`config.mk`:
```
export PLATFORM = sky130hd
export DESIGN_NAME = cgc_global_regs
export DESIGN_NICKNAME = d
export VERILOG_FILES = /design/src/common/cgc_pkg.sv /design/src/core/cgc_global_regs.sv /design/src/core/cgc_xfer_seq.sv
export VERILOG_INCLUDE_DIRS = /design/src /design/src/common
export SDC_FILE = /design/constraint.sdc
export NUM_CORES = 1
export LEC_CHECK = 0
export BUFFER_PORTS_ARGS = -buffer_cell sky130_fd_sc_hd__buf_2
export CORE_MARGIN = 1.5
export CORE_UTILIZATION = 25
export CTS_CLUSTER_SIZE = 12
export DETAILED_ROUTE_END_ITERATION = 6
export PLACE_DENSITY = 0.54
export SKIP_LAST_GASP = 1
export SLEW_MARGIN = 20
export SYNTH_ARGS = -nofsm -noshare
export SYNTH_HDL_FRONTEND = slang
export SYNTH_SLANG_ARGS = --single-unit
```
`constraint.sdc`:
```
create_clock -name i_clk -period 3 [get_ports i_clk]
set_clock_uncertainty 0.2 [all_clocks]
set_input_delay 0 -clock i_clk [delete_from_list [all_inputs] [get_ports i_clk]]
set_output_delay 0 -clock i_clk [all_outputs]
set_load 0.05 [all_outputs]
```
`src/common/cgc_consts.svh`:
```
`ifndef CGC_CONSTS_SVH
`define CGC_CONSTS_SVH

// ****************************************
// Register offsets (byte addresses on the serial control port)
// ****************************************
`define CGC_ADDR_CHIP_CFG      15'h0002
`define CGC_ADDR_DEVICE_CLASS  15'h0003
`define CGC_ADDR_IDENT_LOW     15'h0004
`define CGC_ADDR_IDENT_HIGH    15'h0005
`define CGC_ADDR_SPEED_GRADE   15'h0006
`define CGC_ADDR_SCRATCH       15'h000a
`define CGC_ADDR_PORT_REV      15'h000b
`define CGC_ADDR_MAKER_LOW     15'h000c
`define CGC_ADDR_MAKER_HIGH    15'h000d
`define CGC_ADDR_TRIGGER       15'h000f

// ****************************************
// Field positions
// ****************************************
`define CGC_PMODE_LSB          0
`define CGC_PMODE_MSB          1
`define CGC_TRIG_BIT           0
`define CGC_GRADE_LSB          4
`define CGC_GRADE_MSB          7

// ****************************************
// Reset values and power mode codes
// ****************************************
`define CGC_RST_PMODE          2'h0
`define CGC_RST_SCRATCH        8'h00
`define CGC_PMODE_NORMAL       2'h0
`define CGC_PMODE_STANDBY      2'h2
`define CGC_PMODE_POWERDOWN    2'h3

// ****************************************
// Fixed read-only values (identity values arbitrary)
// ****************************************
`define CGC_VAL_DEVICE_CLASS   8'h7a
`define CGC_VAL_IDENT_LOW      8'h5b
`define CGC_VAL_IDENT_HIGH     8'h2c
`define CGC_VAL_GRADE          4'h9
`define CGC_VAL_PORT_REV       8'h3e
`define CGC_VAL_MAKER_LOW      8'h6d
`define CGC_VAL_MAKER_HIGH     8'h4f

// ****************************************
// Timing counts
// ****************************************
`define CGC_COPY_CYCLES        3'h4

`endif

```
`src/common/cgc_pkg.sv`:
```
`default_nettype none

package cgc_pkg;

	typedef struct packed {
		logic        wr;
		logic        rd;
		logic [14:0] addr;
		logic [7:0]  wdata;
	} cgc_req_t;

	typedef struct packed {
		logic datapath_clk_en;
		logic datapath_rst;
		logic link_en;
	} cgc_power_t;

	typedef enum logic [1:0] {
		CGC_IDLE,
		CGC_COPY,
		CGC_DONE
	} cgc_xfer_state_t;

endpackage

`default_nettype wire

```
`src/core/cgc_global_regs.sv`:
```
// What this block does
// - Two-bit power mode, resets to normal
// - Mode 10 stops datapath clocks, link on
// - Mode 11 gates clocks, resets datapath, link off
// - Eight-bit scratch pad reads back writes
// - Transfer copies mixer settings if update mode
// - All mixer channels update together
// - Transfer also loads filter coefficients
// - Writing zero does nothing; idle reads zero
// - Bit self-clears only after copy finishes
`timescale 1ns/1ps
`default_nettype none
`include "cgc_consts.svh"

module cgc_global_regs
	import cgc_pkg::*;
(
	// Clock and reset
	input  wire logic      i_clk,
	input  wire logic      i_rstn,
	// Register access from the serial control port
	input  wire cgc_req_t  i_req,
	output logic [7:0]     o_rdata,
	output logic           o_rvalid,
	// Phase update mode bit from the down_converter bank
	input  wire logic      i_phase_update_mode,
	// Power control
	output cgc_power_t     o_power,
	// Staging to active copy strobes
	output logic           o_mixer_copy,
	output logic           o_filter_copy
);

	// ****************************************
	// Storage
	// ****************************************
	logic [1:0] power_mode;
	logic [7:0] scratch;
	logic       trig_pend;
	logic       start;
	logic       seq_busy;
	logic       seq_mixer;
	logic       seq_filter;
	logic       wr_trig;

	assign wr_trig = i_req.wr && (i_req.addr == `CGC_ADDR_TRIGGER)
	                 && i_req.wdata[`CGC_TRIG_BIT];

	// ****************************************
	// Power mode register
	// ****************************************
	always_ff @(posedge i_clk) begin
		if (!i_rstn) begin
			power_mode <= `CGC_RST_PMODE;
		end else if (i_req.wr && i_req.addr == `CGC_ADDR_CHIP_CFG) begin
			power_mode <= i_req.wdata[`CGC_PMODE_MSB:`CGC_PMODE_LSB];
		end
	end

	// Code 01 is undefined; treated as normal so the chip stays usable
	always_ff @(posedge i_clk) begin
		if (!i_rstn) begin
			o_power <= '{datapath_clk_en: 1'b1, datapath_rst: 1'b0, link_en: 1'b1};
		end else begin
			case (power_mode)
				`CGC_PMODE_STANDBY: o_power <= '{datapath_clk_en: 1'b0, datapath_rst: 1'b0,
				                                 link_en: 1'b1};
				`CGC_PMODE_POWERDOWN: o_power <= '{datapath_clk_en: 1'b0, datapath_rst: 1'b1,
				                                   link_en: 1'b0};
				default: o_power <= '{datapath_clk_en: 1'b1, datapath_rst: 1'b0, link_en: 1'b1};
			endcase
		end
	end

	// ****************************************
	// Scratch pad
	// ****************************************
	always_ff @(posedge i_clk) begin
		if (!i_rstn) begin
			scratch <= `CGC_RST_SCRATCH;
		end else if (i_req.wr && i_req.addr == `CGC_ADDR_SCRATCH) begin
			scratch <= i_req.wdata;
		end
	end

	// ****************************************
	// Transfer bit
	// ****************************************
	// A new request during a copy is ignored; the bit already reads one
	always_ff @(posedge i_clk) begin
		if (!i_rstn) begin
			trig_pend <= 1'b0;
			start     <= 1'b0;
		end else begin
			start <= wr_trig && !trig_pend;
			if (wr_trig) begin
				trig_pend <= 1'b1;
			end else if (trig_pend && !start && !seq_busy) begin
				trig_pend <= 1'b0;
			end
		end
	end

	cgc_xfer_seq u_seq (
		.i_clk               (i_clk),
		.i_rstn              (i_rstn),
		.i_start             (start),
		.i_phase_update_mode (i_phase_update_mode),
		.o_mixer_copy        (seq_mixer),
		.o_filter_copy       (seq_filter),
		.o_busy              (seq_busy)
	);

	// One shared strobe feeds every channel, so all mixers switch together
	always_ff @(posedge i_clk) begin
		if (!i_rstn) begin
			o_mixer_copy  <= 1'b0;
			o_filter_copy <= 1'b0;
		end else begin
			o_mixer_copy  <= seq_mixer;
			o_filter_copy <= seq_filter;
		end
	end

	// ****************************************
	// Read port
	// ****************************************
	always_ff @(posedge i_clk) begin
		if (!i_rstn) begin
			o_rdata  <= 8'h00;
			o_rvalid <= 1'b0;
		end else begin
			o_rvalid <= i_req.rd;
			if (!i_req.rd) begin
				o_rdata <= o_rdata;
			end else if (i_req.addr == `CGC_ADDR_CHIP_CFG) begin
				o_rdata <= {6'h00, power_mode};
			end else if (i_req.addr == `CGC_ADDR_DEVICE_CLASS) begin
				o_rdata <= `CGC_VAL_DEVICE_CLASS;
			end else if (i_req.addr == `CGC_ADDR_IDENT_LOW) begin
				o_rdata <= `CGC_VAL_IDENT_LOW;
			end else if (i_req.addr == `CGC_ADDR_IDENT_HIGH) begin
				o_rdata <= `CGC_VAL_IDENT_HIGH;
			end else if (i_req.addr == `CGC_ADDR_SPEED_GRADE) begin
				o_rdata <= {`CGC_VAL_GRADE, 4'h0};
			end else if (i_req.addr == `CGC_ADDR_SCRATCH) begin
				o_rdata <= scratch;
			end else if (i_req.addr == `CGC_ADDR_PORT_REV) begin
				o_rdata <= `CGC_VAL_PORT_REV;
			end else if (i_req.addr == `CGC_ADDR_MAKER_LOW) begin
				o_rdata <= `CGC_VAL_MAKER_LOW;
			end else if (i_req.addr == `CGC_ADDR_MAKER_HIGH) begin
				o_rdata <= `CGC_VAL_MAKER_HIGH;
			end else if (i_req.addr == `CGC_ADDR_TRIGGER) begin
				o_rdata <= {7'h00, trig_pend};
			end else begin
				o_rdata <= 8'h00;
			end
		end
	end

	// ****************************************
	// Checks
	// ****************************************
	a_pmode_standby: assert property (@(posedge i_clk) disable iff (!i_rstn)
		(power_mode == `CGC_PMODE_STANDBY) |=> (!o_power.datapath_clk_en && o_power.link_en))
		else $error("standby outputs wrong");

	a_pmode_down: assert property (@(posedge i_clk) disable iff (!i_rstn)
		(power_mode == `CGC_PMODE_POWERDOWN)
		|=> (!o_power.datapath_clk_en && o_power.datapath_rst && !o_power.link_en))
		else $error("power-down outputs wrong");

	a_pmode_normal: assert property (@(posedge i_clk) disable iff (!i_rstn)
		(power_mode == `CGC_PMODE_NORMAL) |=> (o_power.datapath_clk_en && !o_power.datapath_rst))
		else $error("normal mode outputs wrong");

	a_scratch_echo: assert property (@(posedge i_clk) disable iff (!i_rstn)
		(i_req.wr && i_req.addr == `CGC_ADDR_SCRATCH) ##1 (i_req.rd && !i_req.wr && i_req.addr == `CGC_ADDR_SCRATCH)
		|=> (o_rdata == $past(i_req.wdata, 2)))
		else $error("scratch readback mismatch");

	a_trig_write_zero: assert property (@(posedge i_clk) disable iff (!i_rstn)
		(!trig_pend && !wr_trig) |=> !trig_pend)
		else $error("transfer bit set without a one written");

	a_trig_start_copy: assert property (@(posedge i_clk) disable iff (!i_rstn)
		$rose(trig_pend) |-> ##[2:3] o_filter_copy)
		else $error("filter copy not started");

	a_mixer_gated: assert property (@(posedge i_clk) disable iff (!i_rstn)
		$rose(o_mixer_copy) |-> $past(i_phase_update_mode, 2))
		else $error("mixer copy without update mode");

	a_mixer_follows_mode: assert property (@(posedge i_clk) disable iff (!i_rstn)
		$rose(o_filter_copy) |-> (o_mixer_copy == $past(i_phase_update_mode, 2)))
		else $error("mixer copy does not follow update mode");

	a_mixer_with_filter: assert property (@(posedge i_clk) disable iff (!i_rstn)
		o_mixer_copy |-> o_filter_copy)
		else $error("mixer copy outside shared window");

	a_clear_after_copy: assert property (@(posedge i_clk) disable iff (!i_rstn)
		$fell(trig_pend) |-> (!o_filter_copy && !seq_busy))
		else $error("transfer bit cleared before copy done");

	a_ident_fixed: assert property (@(posedge i_clk) disable iff (!i_rstn)
		(i_req.rd && i_req.addr == `CGC_ADDR_DEVICE_CLASS) |=> (o_rdata == `CGC_VAL_DEVICE_CLASS))
		else $error("device class changed");

endmodule // cgc_global_regs

`default_nettype wire

```
`src/core/cgc_xfer_seq.sv`:
```
`timescale 1ns/1ps
`default_nettype none
`include "cgc_consts.svh"

module cgc_xfer_seq
	import cgc_pkg::*;
(
	// Clock and reset
	input  wire logic i_clk,
	input  wire logic i_rstn,
	// Control
	input  wire logic i_start,
	input  wire logic i_phase_update_mode,
	// Copy strobes and busy flag
	output logic      o_mixer_copy,
	output logic      o_filter_copy,
	output logic      o_busy
);

	cgc_xfer_state_t state;
	logic [2:0]      count;

	// ****************************************
	// Sequencer
	// ****************************************
	// Copy strobes held for a fixed window so slow staging logic settles
	always_ff @(posedge i_clk) begin
		if (!i_rstn) begin
			state         <= CGC_IDLE;
			count         <= 3'h0;
			o_mixer_copy  <= 1'b0;
			o_filter_copy <= 1'b0;
			o_busy        <= 1'b0;
		end else begin
			case (state)
				CGC_IDLE: begin
					if (i_start) begin
						state         <= CGC_COPY;
						count         <= `CGC_COPY_CYCLES;
						o_busy        <= 1'b1;
						o_mixer_copy  <= i_phase_update_mode;
						o_filter_copy <= 1'b1;
					end
				end
				CGC_COPY: begin
					count <= count - 3'h1;
					if (count == 3'h1) begin
						state         <= CGC_DONE;
						o_mixer_copy  <= 1'b0;
						o_filter_copy <= 1'b0;
					end
				end
				default: begin
					state  <= CGC_IDLE;
					o_busy <= 1'b0;
				end
			endcase
		end
	end

	a_copy_ends_busy: assert property (@(posedge i_clk) disable iff (!i_rstn)
		$fell(o_filter_copy) |-> ##1 !o_busy)
		else $error("busy did not drop after copy");

endmodule // cgc_xfer_seq

`default_nettype wire

```
# Yosys cells after proc, flatten, opt, wreduce, memory -nomap -nowiden
# Cells that the tools add are included.
# W data, S select, Z words.
dict set report totals {
  n_memories 0
  inputBits 28
  romBits 0
  register_bits 34
  output_inout_bits 14
  mem_bits_rw 0
  word_cells 75
  latchBits 0
}
dict set report classes {
  eq_ne 16
  mul 0
  n_bitwise 1
  n_shift 0
  order_cmp 0
  add_sub_neg 1
  n_div 0
  n_mux 24
  reduce_logical 17
}
# cell count
set ops {}
lappend ops {{$eq A15 B4 Y1 const B} 5}
lappend ops {{$mux W8} 6}
lappend ops {{$eq A15 B3 Y1 const B} 3}
lappend ops {{$eq A15 B2 Y1 const B} 2}
lappend ops {{$mux W7} 3}
lappend ops {{$pmux W3 S2} 2}
lappend ops {{$logic_and A1 B1 Y1} 7}
lappend ops {{$mux W1} 6}
lappend ops {{$pmux W1 S2} 3}
lappend ops {{$reduce_and A2 Y1} 3}
lappend ops {{$eq A2 B2 Y1 const B} 2}
lappend ops {{$mux W2} 2}
lappend ops {{$pmux W2 S2} 1}
lappend ops {{$reduce_bool A2 Y1} 2}
lappend ops {{$eq A3 B1 Y1 const B} 1}
lappend ops {{$logic_not A1 Y1} 3}
lappend ops {{$mux W3} 1}
lappend ops {{$reduce_and A3 Y1} 1}
lappend ops {{$sub A3 B1 Y3 const B} 1}
lappend ops {{$eq A2 B1 Y1 const B} 1}
lappend ops {{$logic_not A2 Y1} 1}
lappend ops {{$ne A2 B1 Y1 const B} 1}
lappend ops {{$ne A2 B2 Y1 const B} 1}
lappend ops {{$not A1 Y1} 1}

# Logic depth before layout (Yosys ltp)
# Gate-level depths: netlist of the first run.
dict set report depth {
  ltp_word 11
  mapped_depth 6
  depth_no_buf 6
}

# By module
# From an unflattened synthesis of the first run, not the netlist that was laid out.
dict set report hier_totals {
  hier_cells 174
  area_unflattened_um2 1594.0
}
# mod area_each_um2 n_inst cells_per_inst seq_area_each_um2
set by_module_without_submodules {}
lappend by_module_without_submodules {cgc_global_regs 1241.2 1 137 520.5}
lappend by_module_without_submodules {cgc_xfer_seq 352.8 1 37 160.2}

# Worst setup path after synthesis of the first run
# Ideal clock, no wire load.
dict set report synth_path {
  kind {register to register}
  startpoint {reg u_seq.count[1]}
  endpoint {reg u_seq.o_mixer_copy}
  t_required_ps 2682
  n_path_buf 0
  period_less_slack_ps 1387
  path_slack_ps 1613
  arrival_time_ps 1068
  setup_ps 118
  stages_incl_launch_ff 7
  path_cell_list {dfxtp_1 -> inv_1 -> ha_1 -> nor4bb_1 -> nor2_1 -> a22oi_1 -> nor2b_1}
}
dict set report synth_via {
  elab_chain_len 3
}
# element line_no
set synth_rtl {}
lappend synth_rtl {{start, declared} cgc_xfer_seq.sv:21} ;# logic [2:0] count;
lappend synth_rtl {{start signal, assigned} cgc_xfer_seq.sv:39} ;# count <= `CGC_COPY_CYCLES;
lappend synth_rtl {{start signal, assigned} cgc_xfer_seq.sv:46} ;# count <= count - 3'h1;
lappend synth_rtl {{$eq A3 B1 Y1} cgc_xfer_seq.sv:47} ;# if (count == 3'h1) begin
lappend synth_rtl {{$ne A2 B1 Y1 (no line)} --}
lappend synth_rtl {{$reduce_and A3 Y1 (no line)} --}
lappend synth_rtl {{end signal, assigned} cgc_xfer_seq.sv:41} ;# o_mixer_copy <= i_phase_update_mode;
lappend synth_rtl {{end, declared} cgc_xfer_seq.sv:15} ;# output logic o_mixer_copy,
# Every way passes these cells.
# A chain may end at the register's enable or synchronous reset.

# Worst setup path after layout of the first run
dict set report layout_path {
  startpoint {in i_req[14] (netlist bit)}
  endpoint {reg o_rdata[1]}
}
dict set report layout_via {
  elab_chain_len 10
  elab_cells_between_ends 18
  cone_classes {9 x eq/ne; 9 x mux}
}
# element line_no
set layout_rtl {}
lappend layout_rtl {{start, declared} cgc_global_regs.sv:22} ;# input wire cgc_req_t i_req,
lappend layout_rtl {{$eq A15 B4 Y1 (no line)} --}
lappend layout_rtl {{$mux W7} cgc_global_regs.sv:152} ;# end else if (i_req.addr == `CGC_ADDR_MAKER_HIGH) begin
lappend layout_rtl {{$mux W7} cgc_global_regs.sv:150} ;# end else if (i_req.addr == `CGC_ADDR_MAKER_LOW) begin
lappend layout_rtl {{$mux W7} cgc_global_regs.sv:148} ;# end else if (i_req.addr == `CGC_ADDR_PORT_REV) begin
lappend layout_rtl {{$mux W8} cgc_global_regs.sv:146} ;# end else if (i_req.addr == `CGC_ADDR_SCRATCH) begin
lappend layout_rtl {{$mux W8} cgc_global_regs.sv:144} ;# end else if (i_req.addr == `CGC_ADDR_SPEED_GRADE) begin
lappend layout_rtl {{$mux W8} cgc_global_regs.sv:142} ;# end else if (i_req.addr == `CGC_ADDR_IDENT_HIGH) begin
lappend layout_rtl {{$mux W8} cgc_global_regs.sv:140} ;# end else if (i_req.addr == `CGC_ADDR_IDENT_LOW) begin
lappend layout_rtl {{$mux W8} cgc_global_regs.sv:138} ;# end else if (i_req.addr == `CGC_ADDR_DEVICE_CLASS) begin
lappend layout_rtl {{$mux W8 *} cgc_global_regs.sv:136} ;# end else if (i_req.addr == `CGC_ADDR_CHIP_CFG) begin
lappend layout_rtl {{end signal, assigned} cgc_global_regs.sv:137} ;# o_rdata <= {6'h00, power_mode};
lappend layout_rtl {{end signal, assigned} cgc_global_regs.sv:139} ;# o_rdata <= `CGC_VAL_DEVICE_CLASS;
lappend layout_rtl {{end signal, assigned} cgc_global_regs.sv:141} ;# o_rdata <= `CGC_VAL_IDENT_LOW;
lappend layout_rtl {{end, declared} cgc_global_regs.sv:23} ;# output logic [7:0] o_rdata,
# Mark *: on every way between the ends. The rest lies on a longest branch, timed or not.

==> results of run 1 <==
==> routing by layer <==
layer / vias up / global-route usage [%]
met2: 25 / 19.1
met3: 4 / 3.74
met5: - / 0
li1: 779 / -
met4: 0 / 4.84
met1: 720 / 16.4
==> cell type report <==
type,instances,area (µm²)
Inverter,7,26.3
Multi-Input combinational cell,133,897
Fill cell,680,4190
Tap cell,77,96.3
Clock inverter,2,12.5
Sequential cell,34,681
Clock buffer,6,82.6
Timing Repair Buffer,61,405
==> state kept, by name, indices dropped and copies added, names as in the netlist <==
signal	count
power_mode	2
u_seq.count	3
o_filter_copy	1
u_seq.state	2
o_rdata	8
u_seq.o_filter_copy	1
scratch	8
start	1
trig_pend	1
o_power	3
o_mixer_copy	1
u_seq.o_mixer_copy	1
u_seq.o_busy	1
o_rvalid	1
==> synthesized netlist by cell type (all sizes together), types with 3 or more instances <==
cell    instances
and2            7
nand2b          5
a21boi         13
nand2          14
mux2i           3
dfxtp          34
inv             7
nand3b          4
o21ai          21
a21oi           5
nand3          13
nor4            3
nor2b           5
nand4           3
buf             6
nor3b           6
nor2            6
clkbuf          5
==> where the power goes <==
part           switching (µW)  internal (µW)
Sequential              0.676            453
Clock                     164            184
Combinational            54.4           44.1
Total                     219            682
==> per-stage QoR <==
step                util (%)  area (µm²)
CTS                     34.7        2210
global route            34.5        2200
global placement        29.7        1900
detailed placement      29.7        1900
finish                  34.5        2200
floorplan                  -        1660
==> cells by family after synthesis <==
| group | count (synthesis) | synth area share (%) |
|---|---|---|
| AND/OR/NAND/NOR | 72 | 28.5 |
| AO/OA/AOI/OAI | 56 | 22.0 |
| flip-flops | 34 | 41.1 |
| buffers and inverters | 18 | 5.06 |
| multiplexers | 3 | 1.81 |
| adder cells (fa/ha/maj) | 2 | 1.51 |
==> worst max-delay path by stage <==
stage,from,end,slack [ns],cells after the start
2_1_floorplan,u_seq.count[1],u_seq.o_mixer_copy,1.61,6
3_5_place_dp,u_seq.count[1],u_seq.o_mixer_copy,1.46,6
5_1_grt,i_req[14],o_rdata[1],0.41,7
6_report,i_req[14],o_rdata[1],0.48,7
4_1_cts,i_req[19],o_rdata[1],0.03,8
3_3_place_gp,u_seq.count[1],u_seq.o_mixer_copy,1.46,6
==> tightest hold or removal path, cell delays in order <==
cell,delay (ns)
buf_2,0.10
nor4_4,0.05
nand3_2,0.09
a211oi_1,0.05
o21a_1,0.16
==> cell usage in the layout (no fill, tap or decap), types with 3 or more instances in the layout <==
master / Yosys / final
and2_1: 7 / 7
nor3b_1: 5 / 5
mux2i_1: 3 / 3
a21boi_0: 5 / 5
o21ai_0: 20 / 20
nand3b_1: 4 / 4
nor2_1: 6 / 6
inv_1: 7 / 7
nand2_1: 14 / 14
nor2b_1: 5 / 5
nand4_1: 3 / 3
dlygate4sd3_1: 0 / 20
a21boi_1: 8 / 8
nand2b_1: 5 / 5
nand3_1: 12 / 12
dfxtp_1: 34 / 34
nor4_4: 3 / 3
buf_2: 4 / 41
clkbuf_8: 0 / 6
a21oi_1: 5 / 5
==> repair_timing <==
item | 4_1_cts | 5_1_grt
endpoints found under the setup margin | 0 | 1
hold buffers | 22 | 0
gates resized for setup | 0 | 1
endpoints found under the hold margin | 26 | 0
==> flow_metrics.py, run 1 <==
metrics = {
    "min_path": {
        "hold-path-cell-count": 5,
        "hold_end": "o_rdata[5]",
        "worstHoldStart": "i_req[20]",
        "hold_path_class": "in -> reg",
    },
    "critical_path": {
        "cp_slowest_cell": "dlygate4sd3_1",
        "cp-start-kind": "input pin",
        "r2r-start": "scratch[1]",
        "reg2regPathDepth": 5,
        "critPathKind": "in -> reg",
        "crit_fanout": 4,
        "cp_num_buf_inv": 4,
        "crit_top_cell": "dlygate4sd3_1",
        "ff2ff_setup_slack_ns": 1.37,
        "required_ns": 3.02,
        "worstReg2RegEnd": "o_rdata[1]",
        "cpPeakStageDelay_ns": 0.62,
        "cp_top_family": "buffers and inverters",
        "crit_path_cell_trace": "dlygate4sd3_1, buf_2, nor4_4, nand3_2, dlygate4sd3_1, o31ai_1, dlygate4sd3_1",
        "endpoint_kind": "register",
        "arrival_ns": 2.55,
    },
    "timing": {
        "rsz0062_at_grt": "false",
        "layout_min_cycle_time_ns": 2.52,
        "slew_violations": 0,
        "final-setup-viol-count": 0,
        "whs_ns": 0.0122,
        "maxSlewHeadroom_pct": 68.5,
        "fin_ws_ns": 0.479,
        "tightestPinTransition_ns": 0.472,
        "fin_tns_setup_ns": 0,
        "fin_crit_sh_pct": 84.0,
        "clock.fmax_ghz": 0.397,
        "hold_violations": 0,
    },
    "final_layout": {
        "antennaDiodeCount": 0,
        "fin_cells": 320,
        "area_growth_pct": 33.0,
        "drive_above_1_share_pct": 24.3,
        "fin_nets": 272,
    },
    "yosys": {
        "synth_nets": 215,
        "synth_area_leaders": "dfxtp_1 (41%), o21ai_0 (6.0%), nor4_4 (3.9%)",
        "synthFlopType": "dfxtp_1",
        "synth-seq-area-share_pct": 41.1,
        "yosysTopAreaCell": "dfxtp_1",
        "ys_types": 45,
        "yosys_register_bits": 34,
        "synth-async-reset-ratio_pct": 0,
        "netlist_instances": 185,
        "syn_area_um2": 1660,
        "yosysTopAreaCellShare_pct": 41.1,
        "yosys_warnings": 0,
        "synth-edff-count": 0,
        "avgSynthCellArea_um2": 8.95,
    },
    "routing": {
        "avgRoutedWirePerCell_um": 12.8,
        "dr_wl_met3_um": 134,
        "drt_iter0_drc": 48,
        "ant_nets": 0,
        "route.met2.wl_mm": 1.88,
        "viasPerCell": 4.78,
        "firstDrtPassIters": 5,
        "drc": 0,
        "met1Wirelength_mm": 2.02,
        "routed_wl_mm": 4.10,
        "top_layer": "met4",
        "num_vias": 1528,
    },
    "pwr": {
        "leakagePower_uw": 0.000846,
        "total_power_uw": 900,
        "p_per_area_nw_per_um2": 409,
        "ir_worst_vdd_v": 0.000238,
    },
    "clocking": {
        "cts_setup_buffers": 0,
        "htreeDepth": 2,
        "cts_buffers": 5,
        "clock-root-buffer": "clkbuf_8",
        "clkLatencyLatePin_ns": 0.27,
        "clk_pin_slew_ns": 0.07,
        "cts_tree": "done",
        "clock_sink_count": 34,
        "clockBufferDepth": 2,
    },
    "place": {
        "place_ws_ns": 1.46,
        "dp_hpwl_mm": 2.91,
        "place_inst": 292,
        "io_buffers": 41,
        "place.gp.congestion": 0.769,
    },
    "run": {
        "cap_violations": 0,
    },
    "status": {
        "status": "finished clean",
    },
    "grt": {
        "grt_pass1_vias": 1447,
        "grt.total_usage_pct": 12.4,
        "gr-total-overflow": 0,
        "grt_pass1_wl_mm": 7.00,
        "grt_max_degree": 32,
        "grt_antenna_before_repair": 0,
    },
    "floorplan": {
        "initial_core_util_pct": 25.9,
        "num_rows": 29,
        "ios": 42,
        "chipHeight_um": 84.4,
        "die_area_um2": 7120,
        "die_w_um": 84.4,
        "core_um2": 6390,
    },
}
No activity file was read; power rests on OpenSTA's default activity.
==> inputs of run 2 (changes only) <==
Clock period 3 ns to 2.5 ns, I/O delays scaled along.
==> run 2 against run 1 <==
Compared with the run above:
- utilization is 0.71 points higher
- power grew 21%
- combinational power rose by 25%
- routed wire length grew 0.83%
- first-iteration DRC count down 27%
- clock power up 22%
- critical endpoint unchanged
- largest power group unchanged
==> flow_metrics.py, run 2 (same netlist as run 1, synthesis figures left out) <==
metrics = {
    "final_layout": {
        "fin_util_pct": 35.2,
        "final_common_cell": "buf_2",
        "mostFrequentLayoutCells": "buf_2 (41), dfxtp_1 (34), dlygate4sd3_1 (22)",
        "area_growth_pct": 35.7,
        "drive_above_1_share_pct": 24.7,
        "antennaDiodeCount": 0,
        "fin_nets": 276,
        "reg_top3": "o_rdata (8), scratch (8)",
        "fin_cells": 324,
    },
    "place": {
        "io_buffers": 41,
        "place_ws_ns": 0.953,
        "dp_hpwl_mm": 2.92,
        "place.gp.congestion": 0.773,
        "place_inst": 292,
    },
    "routing": {
        "drt_iter0_drc": 35,
        "firstDrtPassIters": 4,
        "routed_wl_mm": 4.13,
        "drc": 0,
        "ant_nets": 0,
        "avgRoutedWirePerCell_um": 12.7,
        "viasPerCell": 4.74,
        "num_vias": 1536,
    },
    "floorplan": {
        "core_um2": 6390,
        "initial_core_util_pct": 25.9,
        "num_rows": 29,
        "die_w_um": 84.4,
        "die_area_um2": 7120,
        "chipHeight_um": 84.4,
        "ios": 42,
    },
    "clocking": {
        "clk_pin_slew_ns": 0.07,
        "clock_sink_count": 34,
        "clkLatencyLatePin_ns": 0.28,
        "clockBufferDepth": 2,
        "htreeDepth": 2,
        "cts_tree": "done",
        "cts_buffers": 5,
        "clock-root-buffer": "clkbuf_8",
    },
    "timing": {
        "fin_ws_ns": 0.116,
        "fin_tns_setup_ns": 0,
        "maxSlewHeadroom_pct": 69.2,
        "hold_violations": 0,
        "final-setup-viol-count": 0,
        "rsz0062_at_grt": "false",
        "layout_min_cycle_time_ns": 2.38,
        "slew_violations": 0,
        "clock.fmax_ghz": 0.420,
        "fin_crit_sh_pct": 95.3,
        "tightestPinTransition_ns": 0.463,
    },
    "critical_path": {
        "crit_top_cell": "dlygate4sd3_1",
        "worstReg2RegEnd": "o_rdata[1]",
        "cp_slowest_cell": "dlygate4sd3_1",
        "critPathKind": "in -> reg",
        "ff2ff_setup_slack_ns": 0.88,
        "cpPeakStageDelay_ns": 0.61,
        "required_ns": 2.53,
        "crit_path_cell_trace": "dlygate4sd3_1, buf_2, nor4_4, dlygate4sd3_1, nand3_2, o31ai_2, dlygate4sd3_1",
        "r2r-start": "scratch[1]",
        "cp-start-kind": "input pin",
        "crit_fanout": 4,
        "endpoint_kind": "register",
        "reg2regPathDepth": 5,
        "arrival_ns": 2.42,
    },
    "min_path": {
        "worstHoldStart": "i_req[11]",
        "hold-path-cell-count": 3,
        "hold_end": "o_rdata[0]",
        "hold_path_class": "in -> reg",
    },
    "grt": {
        "gr-total-overflow": 0,
        "grt_pass1_wl_mm": 7.04,
        "grt_max_degree": 32,
        "grt.total_usage_pct": 12.3,
        "grt_pass1_vias": 1522,
        "grt_antenna_before_repair": 0,
    },
    "pwr": {
        "p_per_area_nw_per_um2": 486,
        "leakagePower_uw": 0.000887,
        "ir_worst_vdd_v": 0.000295,
    },
    "status": {
        "status": "finished clean",
    },
    "run": {
        "cap_violations": 0,
    },
}
==> run 2: cell types whose count changed in the layout (fill, tap and decap cells not counted), sizes merged <==
| cell | before | now |
|---|---|---|
| dlymetal6s4s | 0 | 1 |
| buf | 41 | 42 |
| dlygate4sd3 | 20 | 22 |
==> run 2: layout make-up <==
cell class	instances	area, µm²
repair buffers	65	445
inverters	7	26.3
well taps	77	96.3
fillers	682	4140
flip-flops and latches	34	681
clock buffers	6	82.6
multi-input cells	133	902
clock inverters	2	12.5
==> run 2: per-layer routing <==
metal	vias up	track usage [%]	part of all wire, %
met5	-	0	0
li1	786	-	-
met3	7	2.75	3.5
met1	717	15.9	46
met2	26	19.9	49
met4	0	5.28	1.9
==> run 2: critical path: cells and delay by family <==
family          cells  cell delay (ns)
buf+inv             4             1.87
simple gates        2             0.28
compound gates      1             0.25
==> run 2: metrics by stage <==
stage | total power [µW] | hold slack, ns | area [µm²]
floorplan | 614 | -0.0991 | 1660
global placement | 655 | 0.0572 | 1900
CTS | 1110 | 0.00809 | 2220
detailed placement | 655 | 0.0617 | 1900
finish | 1090 | 0.0186 | 2250
global route | 1140 | 0.0600 | 2250
==> run 2: repair_timing <==
| action | CTS | global route |
|---|---|---|
| endpoints found under the setup margin | 0 | 1 |
| endpoints found under the hold margin | 26 | 0 |
| buffers inserted | 0 | 1 |
| hold buffers | 23 | 0 |
| resized for setup | 0 | 3 |
==> run 2: power by group <==
part | switching (µW) | leakage (µW) | internal [µW]
Clock | 201 | 0.0000472 | 221
Sequential | 0.802 | 0.000274 | 544
Combinational | 66.0 | 0.000565 | 57.3
==> run 2: how the worst max path moves through the flow <==
stage / cells after the start / slack (ns) / start / endpoint
floorplan: 6 / 1.11 / u_seq.count[1] / u_seq.o_mixer_copy
global route: 7 / 0.02 / i_req[9] / o_rdata[7]
CTS: 7 / 0.13 / i_req[20] / o_rdata[1]
detailed placement: 6 / 0.95 / u_seq.count[1] / u_seq.o_mixer_copy
global placement: 6 / 0.96 / u_seq.count[1] / u_seq.o_mixer_copy
finish: 7 / 0.12 / i_req[14] / o_rdata[1]
